===== config.mk =====
export PLATFORM = sky130hd
export DESIGN_NAME = ipcs_ctrl_flat
export DESIGN_NICKNAME = d
export VERILOG_FILES = /design/src/rtl/ipcs_pkg.sv /design/src/rtl/ipcs_if.sv /design/src/rtl/ipcs_ctrl.sv /design/src/flat_wrapper.sv
export VERILOG_INCLUDE_DIRS = /design/src /design/src/rtl
export SDC_FILE = /design/constraint.sdc
export NUM_CORES = 1
export LEC_CHECK = 0
export ABC_AREA = 1
export BUFFER_PORTS_ARGS = -buffer_cell sky130_fd_sc_hd__buf_2
export CORE_MARGIN = 10
export CORE_UTILIZATION = 35
export CTS_BUF_LIST = sky130_fd_sc_hd__clkbuf_4 sky130_fd_sc_hd__clkbuf_8 sky130_fd_sc_hd__clkbuf_16
export DETAILED_ROUTE_END_ITERATION = 8
export PLACE_DENSITY = 0.77
export RECOVER_POWER = 100
export SLEW_MARGIN = 20
export SYNTH_ARGS = -nofsm -noshare
export SYNTH_HDL_FRONTEND = slang
export SYNTH_SLANG_ARGS = --single-unit

===== constraint.sdc =====
create_clock -name clk_sys -period 0.8 [get_ports clk_sys]
set_input_delay 0.04 -clock clk_sys [delete_from_list [all_inputs] [get_ports clk_sys]]
set_output_delay 0.04 -clock clk_sys [all_outputs]
set_load 0.02 [all_outputs]

===== src/rtl/ipcs_consts.svh =====
// size and reset constants of the inter-processor channel signaling block
`ifndef IPCS_CONSTS_SVH
`define IPCS_CONSTS_SVH

`define IPCS_NUM_PROC   2
`define IPCS_CH_PER_DIR 2
`define IPCS_CH_MAX     16
`define IPCS_OCC_RST    1'b0
`define IPCS_MASK_RST   1'b1
`define IPCS_MODE_RST   1'b0
`define IPCS_IRQ_RST    1'b0
`define IPCS_EVT_RST    1'b0

`endif


===== src/rtl/ipcs_pkg.sv =====
// types shared by both ends of the inter-processor channel signaling block
package ipcs_pkg;

  typedef enum logic {
    IPCS_SIMPLEX     = 1'b0,
    IPCS_HALF_DUPLEX = 1'b1
  } ipcs_mode_t;

  // processor index of the party on the far side of a channel
  function automatic int ipcs_peer(input int p);
    return 1 - p;
  endfunction

endpackage

===== src/rtl/ipcs_if.sv =====
// interface joining the channel controller and the processors' bus agent
`timescale 1ns/1ps
interface ipcs_if #(
  parameter int CH = 2
) (
  input logic clk_sys,
  input logic rst_n
);
  logic [1:0][CH-1:0] post;
  logic [1:0][CH-1:0] free;
  logic [1:0][CH-1:0] occ_mask;
  logic [1:0][CH-1:0] free_mask;
  logic [1:0][CH-1:0] mode;
  logic [1:0][CH-1:0] occ;
  logic [1:0]         rx_irq;
  logic [1:0]         tx_irq;
  logic [1:0]         post_err;

  modport ctrl (
    input  clk_sys,
    input  rst_n,
    input  post,
    input  free,
    input  occ_mask,
    input  free_mask,
    input  mode,
    output occ,
    output rx_irq,
    output tx_irq,
    output post_err
  );

  modport host (
    input  clk_sys,
    input  rst_n,
    output post,
    output free,
    output occ_mask,
    output free_mask,
    output mode,
    input  occ,
    input  rx_irq,
    input  tx_irq,
    input  post_err
  );
endinterface


===== src/rtl/ipcs_ctrl.sv =====
// channel controller: occupied flags, refusal and interrupt lines of both processors
`timescale 1ns/1ps
`include "ipcs_consts.svh"

// Behaviour
// - two outgoing channels per processor, four total
// - single-cycle atomic post and free, never blocking
// - one occupied flag per channel, acts as lock
// - receive line per processor on incoming occupied
// - transmit line per processor on outgoing freed
// - separate occupied and free masks per channel
// - simplex: each channel its own one-way slot
// - half duplex: one channel, shared two-way slot
// - payload lives in shared memory, not here
module ipcs_ctrl
  import ipcs_pkg::*;
#(
  parameter int CH = `IPCS_CH_PER_DIR
) (
  ipcs_if.ctrl                 link,
  output logic [1:0]           cpu_rx_irq,
  output logic [1:0]           cpu_tx_irq,
  output logic [1:0][CH-1:0]   chan_occupied,
  output logic [1:0]           post_evt,
  output logic [1:0]           free_evt,
  output logic [1:0]           refuse_evt
);

  localparam int NPROC = `IPCS_NUM_PROC;

  // refused at elaboration: flag vectors and masks are sized for 1 to 16
  if (CH < 1 || CH > `IPCS_CH_MAX) begin : g_bad_ch
    $error("ipcs_ctrl: channel count per direction out of range");
  end

  // the peer of p is 1-p, so the controller serves exactly one pair
  if (NPROC != 2) begin : g_bad_proc
    $error("ipcs_ctrl: exactly two processors are supported");
  end

  // a post is turned away on a held lock or on a channel taken by half duplex
  function automatic logic ipcs_post_blocked(input logic held, input logic taken);
    return held | taken;
  endfunction

  // a channel is taken while the reverse slot of its pair runs half duplex
  function automatic logic ipcs_slot_taken(input logic peer_mode);
    return ipcs_mode_t'(peer_mode) == IPCS_HALF_DUPLEX;
  endfunction

  // occ[p][k]: channel k carrying posts from processor p to its peer
  logic [1:0][CH-1:0] occ;
  logic [1:0][CH-1:0] next_occ;
  logic [1:0][CH-1:0] post_ok;
  logic [1:0][CH-1:0] free_ok;
  logic [1:0][CH-1:0] reserved;

  logic [1:0]         rx_irq;
  logic [1:0]         tx_irq;
  logic [1:0]         next_rx_irq;
  logic [1:0]         next_tx_irq;
  // per-channel hits, or-ed into one level per processor
  logic [1:0][CH-1:0] rx_hit;
  logic [1:0][CH-1:0] tx_hit;

  logic [1:0]         post_err;
  logic [1:0]         next_post_err;
  logic [1:0]         post_pulse;
  logic [1:0]         free_pulse;
  logic [1:0]         next_post_pulse;
  logic [1:0]         next_free_pulse;

  // the payload is never seen here; only flags move through this block

  // a channel whose peer slot is half duplex is taken by that exchange:
  // replies travel in the same memory slot, so the reverse channel is idle
  always_comb begin
    reserved = '0;
    for (int p = 0; p < 2; p++) begin
      for (int k = 0; k < CH; k++) begin
        if (ipcs_slot_taken(link.mode[ipcs_peer(p)][k])) begin
          reserved[p][k] = 1'b1;
        end else begin
          reserved[p][k] = 1'b0;
        end
      end
    end
  end

  // one update per channel per cycle; both requests resolve in the same edge
  generate
    for (genvar gp = 0; gp < 2; gp++) begin : g_proc
      for (genvar gk = 0; gk < CH; gk++) begin : g_chan
        always_comb begin
          post_ok[gp][gk] = link.post[gp][gk] &
                            ~ipcs_post_blocked(occ[gp][gk], reserved[gp][gk]);
          free_ok[gp][gk] = link.free[1-gp][gk] & occ[gp][gk];
          // a post needs the flag clear and a free needs it set, so the two never
          // meet; should that change, the set is placed first and wins
          if (post_ok[gp][gk]) begin
            next_occ[gp][gk] = 1'b1;
          end else if (free_ok[gp][gk]) begin
            next_occ[gp][gk] = 1'b0;
          end else begin
            next_occ[gp][gk] = occ[gp][gk];
          end
        end
      end
    end
  endgenerate

  // simplex channels stand alone, each steered only by its own flag

  // after reset every flag reads free to both sides
  always_ff @(posedge link.clk_sys or negedge link.rst_n) begin
    if (!link.rst_n) begin
      occ <= {2*CH{`IPCS_OCC_RST}};
    end else begin
      occ <= next_occ;
    end
  end

  // refusals: post on a held lock or on a channel reserved by half duplex
  // only the refusing processor hears of it; the flag is left alone
  always_comb begin
    next_post_err = '0;
    for (int p = 0; p < 2; p++) begin
      for (int k = 0; k < CH; k++) begin
        if (link.post[p][k] && ipcs_post_blocked(occ[p][k], reserved[p][k])) begin
          next_post_err[p] = 1'b1;
        end
      end
    end
  end

  // interrupt levels follow the registered flags, one cycle behind them
  // free channels that are masked or reserved stay quiet on the transmit line
  always_comb begin
    rx_hit      = '0;
    tx_hit      = '0;
    next_rx_irq = '0;
    next_tx_irq = '0;
    for (int p = 0; p < 2; p++) begin
      for (int k = 0; k < CH; k++) begin
        rx_hit[p][k] = occ[ipcs_peer(p)][k] & ~link.occ_mask[p][k];
        tx_hit[p][k] = ~occ[p][k] & ~link.free_mask[p][k] & ~reserved[p][k];
      end
      next_rx_irq[p] = |rx_hit[p];
      next_tx_irq[p] = |tx_hit[p];
    end
  end

  // masks only gate the line; the flag itself is never touched by them
  // a level, not a pulse, so a late-unmasked pending channel still raises it

  always_ff @(posedge link.clk_sys or negedge link.rst_n) begin
    if (!link.rst_n) begin
      rx_irq <= {2{`IPCS_IRQ_RST}};
      tx_irq <= {2{`IPCS_IRQ_RST}};
    end else begin
      rx_irq <= next_rx_irq;
      tx_irq <= next_tx_irq;
    end
  end

  // one-cycle event pulses for tracing on the user side
  // a free by p clears flags on the peer's outgoing channels
  always_comb begin
    next_post_pulse = '0;
    next_free_pulse = '0;
    for (int p = 0; p < 2; p++) begin
      next_post_pulse[p] = |post_ok[p];
      next_free_pulse[p] = |free_ok[ipcs_peer(p)];
    end
  end

  always_ff @(posedge link.clk_sys or negedge link.rst_n) begin
    if (!link.rst_n) begin
      post_err   <= {2{`IPCS_EVT_RST}};
      post_pulse <= {2{`IPCS_EVT_RST}};
      free_pulse <= {2{`IPCS_EVT_RST}};
    end else begin
      post_err   <= next_post_err;
      post_pulse <= next_post_pulse;
      free_pulse <= next_free_pulse;
    end
  end

  // link and user copies come from the same flops, so both sides see one value
  assign link.occ      = occ;
  assign link.rx_irq   = rx_irq;
  assign link.tx_irq   = tx_irq;
  assign link.post_err = post_err;

  assign cpu_rx_irq    = rx_irq;
  assign cpu_tx_irq    = tx_irq;
  assign chan_occupied = occ;
  assign post_evt      = post_pulse;
  assign free_evt      = free_pulse;
  assign refuse_evt    = post_err;

endmodule // ipcs_ctrl


===== src/flat_wrapper.sv =====
// flat-port wrapper written by rule: the top's interface ports become plain ports
module ipcs_ctrl_flat import ipcs_pkg::*;
#(
  parameter int CH = `IPCS_CH_PER_DIR
)
  (cpu_rx_irq, cpu_tx_irq, chan_occupied, post_evt, free_evt, refuse_evt, clk_sys, rst_n, link_post, link_free, link_occ_mask, link_free_mask, link_mode, link_occ, link_rx_irq, link_tx_irq, link_post_err);
  ipcs_if #(.CH(CH)) link_i (.clk_sys(clk_sys), .rst_n(rst_n));
  output logic [1:0] cpu_rx_irq;
  output logic [1:0] cpu_tx_irq;
  output logic [1:0][CH-1:0] chan_occupied;
  output logic [1:0] post_evt;
  output logic [1:0] free_evt;
  output logic [1:0] refuse_evt;
  input wire logic clk_sys;
  input wire logic rst_n;
  input wire logic [$bits(link_i.post)-1:0] link_post;
  input wire logic [$bits(link_i.free)-1:0] link_free;
  input wire logic [$bits(link_i.occ_mask)-1:0] link_occ_mask;
  input wire logic [$bits(link_i.free_mask)-1:0] link_free_mask;
  input wire logic [$bits(link_i.mode)-1:0] link_mode;
  output wire logic [$bits(link_i.occ)-1:0] link_occ;
  output wire logic [$bits(link_i.rx_irq)-1:0] link_rx_irq;
  output wire logic [$bits(link_i.tx_irq)-1:0] link_tx_irq;
  output wire logic [$bits(link_i.post_err)-1:0] link_post_err;
  assign link_i.post = link_post;
  assign link_i.free = link_free;
  assign link_i.occ_mask = link_occ_mask;
  assign link_i.free_mask = link_free_mask;
  assign link_i.mode = link_mode;
  assign link_occ = link_i.occ;
  assign link_rx_irq = link_i.rx_irq;
  assign link_tx_irq = link_i.tx_irq;
  assign link_post_err = link_i.post_err;
  ipcs_ctrl #(.CH(CH)) u_core (.link(link_i), .cpu_rx_irq(cpu_rx_irq), .cpu_tx_irq(cpu_tx_irq), .chan_occupied(chan_occupied), .post_evt(post_evt), .free_evt(free_evt), .refuse_evt(refuse_evt));
endmodule

==> impl_metrics.env <==
export IMPL_grt_start_max_net_pins=15
export IMPL_rr_startpoint="u_core.chan_occupied[0]"
export IMPL_crit_fanout=4
export IMPL_vias=749
export IMPL_holdCritStartpoint="link_mode[3]"
export IMPL_h_tree_depth=1
export IMPL_final_cell_mix="buf_6 (29), buf_2 (20), nand2_1 (16), dlygate4sd3_1 (16)"
export IMPL_cp_slowest_cell="dfrtp_2"
export IMPL_r2r_end="u_core.link.post_err[0]"
export IMPL_cts_buffers=3
export IMPL_viasPerCell=4.71
export IMPL_critPathCaptureType="output pin"
export IMPL_stdcell_area_mm2=0.00130
export IMPL_irDropWorstVdd_v=0.00116
export IMPL_cts_sinks=14
export IMPL_setup_slack_ns=-0.143
export IMPL_p_total_uw=2300
export IMPL_gr_total_overflow=0
export IMPL_fmax_ghz=1.06
export IMPL_period_needed_ns=0.943
export IMPL_rsz0062_at_grt="true"
export IMPL_min_delay_path_depth=3
export IMPL_dieArea_mm2=0.00391
export IMPL_ys_seq_area_share_pct=55.3
export IMPL_yosys_warnings=0
export IMPL_clockBufferDepth=2
export IMPL_rows=15
export IMPL_synth_area_leaders="dfrtp_1 (55%), nand2_1 (15%), buf_4 (12%)"
export IMPL_cpLargestDelayFamily="flip-flops"
export IMPL_dp_cells=134
export IMPL_regToRegSetupSlack_ns=-0.12
export IMPL_drv_cap=0
export IMPL_placed_cell_area_um2=820
export IMPL_synth_area_um2=633
export IMPL_core_area_mm2=0.00173
export IMPL_io_buffers=45
export IMPL_layout_nets=157
export IMPL_drt_iter0_markers=22
export IMPL_io_pins=46
export IMPL_cp_slowest_stage_delay_ns=0.47
export IMPL_cp_depth=1
export IMPL_fin_cells=159
export IMPL_worst_pin_slew_ns=0.348
export IMPL_drv_slew=0
export IMPL_clk_pin_slew_ns=0.09
export IMPL_final_setup_viol_count=38
export IMPL_min_path_type="primary input to flop"
export IMPL_grt_use_total_pct=13.0
export IMPL_place_gp_congestion=0.794
export IMPL_timing_setup_tns_ns=-2.95
export IMPL_die_h_um=62.5
export IMPL_clock_latency_ns=0.28
export IMPL_critPathRequiredTime_ns=0.76
export IMPL_antenna_found_initial=0
export IMPL_place_ws_ns=0.0124
export IMPL_crit_buf_inv=1
export IMPL_dp_hpwl_um=1480
export IMPL_cts_tree="built"
export IMPL_syn_avg_cell_area_um2=8.56
export IMPL_post_route_drc_count=0
export IMPL_yosysTopAreaCell="dfrtp_1"
export IMPL_startpoint_type="flop"
export IMPL_crit_type="flop to output pin"
export IMPL_r2r_cells=3
export IMPL_syn_inst=74
export IMPL_power_density_mw_per_mm2=1770
export IMPL_ys_ff_latch=14
export IMPL_fin_crit_sh_pct=118
export IMPL_status="complete, but fails checks"
export IMPL_clockRootBuffer="clkbuf_4"
export IMPL_wl_per_cell_um=17.8
export IMPL_grt_pass1_wl_um=4040
export IMPL_die_w_um=62.5
export IMPL_max_slew_margin_rel_pct=76.8
export IMPL_failed_checks="setup timing"
export IMPL_hold_viol_final=0
export IMPL_firstDrtPassIters=4
export IMPL_grt_pass1_vias=814
export IMPL_initial_core_util_pct=36.7
export IMPL_drive_above_1_share_pct=59.7
export IMPL_path_cells="buf_6"
export IMPL_final_common_cell="buf_6"
export IMPL_yosysUniqueCellTypes=8
export IMPL_ant_nets=0
export IMPL_cp_arrival_ns=0.90
export IMPL_area_growth_pct=105
export IMPL_synth_net_count=96
export IMPL_n_antenna_cell=0
export IMPL_p_leak_uw=0.000691
export IMPL_drt_wl_total_um=2840
export IMPL_synth_top_area_share_pct=55.3
export IMPL_skew_ns=0.00133
export IMPL_whs_endpoint="u_core.link.post_err[0]"
==> power by group <==
group / internal (uW) / switching, uW
sequential: 790 / 79.9
combinational: 455 / 453
clock: 277 / 244
==> registers in the layout (all words and copies together), names as in the netlist <==
name                  cells
u_core.chan_occupied      4
u_core.cpu_rx_irq         2
u_core.cpu_tx_irq         2
u_core.free_evt           2
u_core.link.post_err      2
u_core.post_evt           2
==> metal layers <==
metal / share of wire, % / GRT usage (%) / vias up
met2: 56 / 24.5 / 42
met4: 4.3 / 9.50 / 0
met3: 5.4 / 2.51 / 12
met5: 0 / 0 / -
li1: - / - / 332
met1: 34 / 12.0 / 363
==> through the flow <==
step                util, %  hold WS, ns
floorplan                 -       -0.256
global placement       47.5      -0.0557
detailed placement     47.5      -0.0524
CTS                    70.0      0.00624
global route           75.1       0.0438
finish                 75.1       0.0416
==> synth_stat cells <==
| master | n |
|---|---|
| buf_4 | 10 |
| dfrtp_1 | 14 |
| inv_1 | 10 |
| inv_2 | 2 |
| nand2_1 | 26 |
| nor2_2 | 4 |
| o21ai_0 | 4 |
| o21ai_1 | 4 |
==> cell families (layout without fill, tap and decap cells) <==
| group | after synthesis | in the layout | synth area share, % |
|---|---|---|---|
| buf+inv | 22 | 82 | 19.0 |
| compound gates | 8 | 8 | 6.32 |
| flops | 14 | 14 | 55.3 |
| simple gates | 30 | 30 | 19.4 |
==> worst max path at each step <==
stage | startpoint | endpoint | slack, ns
final | u_core.chan_occupied[0] | chan_occupied[0] | -0.14
after global routing | u_core.chan_occupied[3] | u_core.chan_occupied[3] | -0.16
after CTS | u_core.chan_occupied[0] | chan_occupied[0] | -0.11
after detailed placement | u_core.chan_occupied[0] | u_core.post_evt[0] | 0.01
after global placement | u_core.chan_occupied[3] | u_core.link.post_err[1] | 0.05
after floorplan | u_core.chan_occupied[3] | u_core.link.post_err[1] | 0.009
==> final cells by class <==
class | instances | area, um^2
Multi-Input combinational cell | 38 | 235
Sequential cell | 14 | 355
Timing Repair Buffer | 66 | 592
Fill cell | 99 | 429
Tap cell | 25 | 31.3
Clock buffer | 4 | 36.3
Inverter | 12 | 47.5
==> what timing repair did <==
item,4_1_cts,5_1_grt
pin swaps,2,12
hold endpoints to repair,24,0
hold buffers,16,0
endpoints found under the setup margin,27,38
resized for setup,48,27
buffers inserted,5,0
Power figures use the tool's default switching activity.
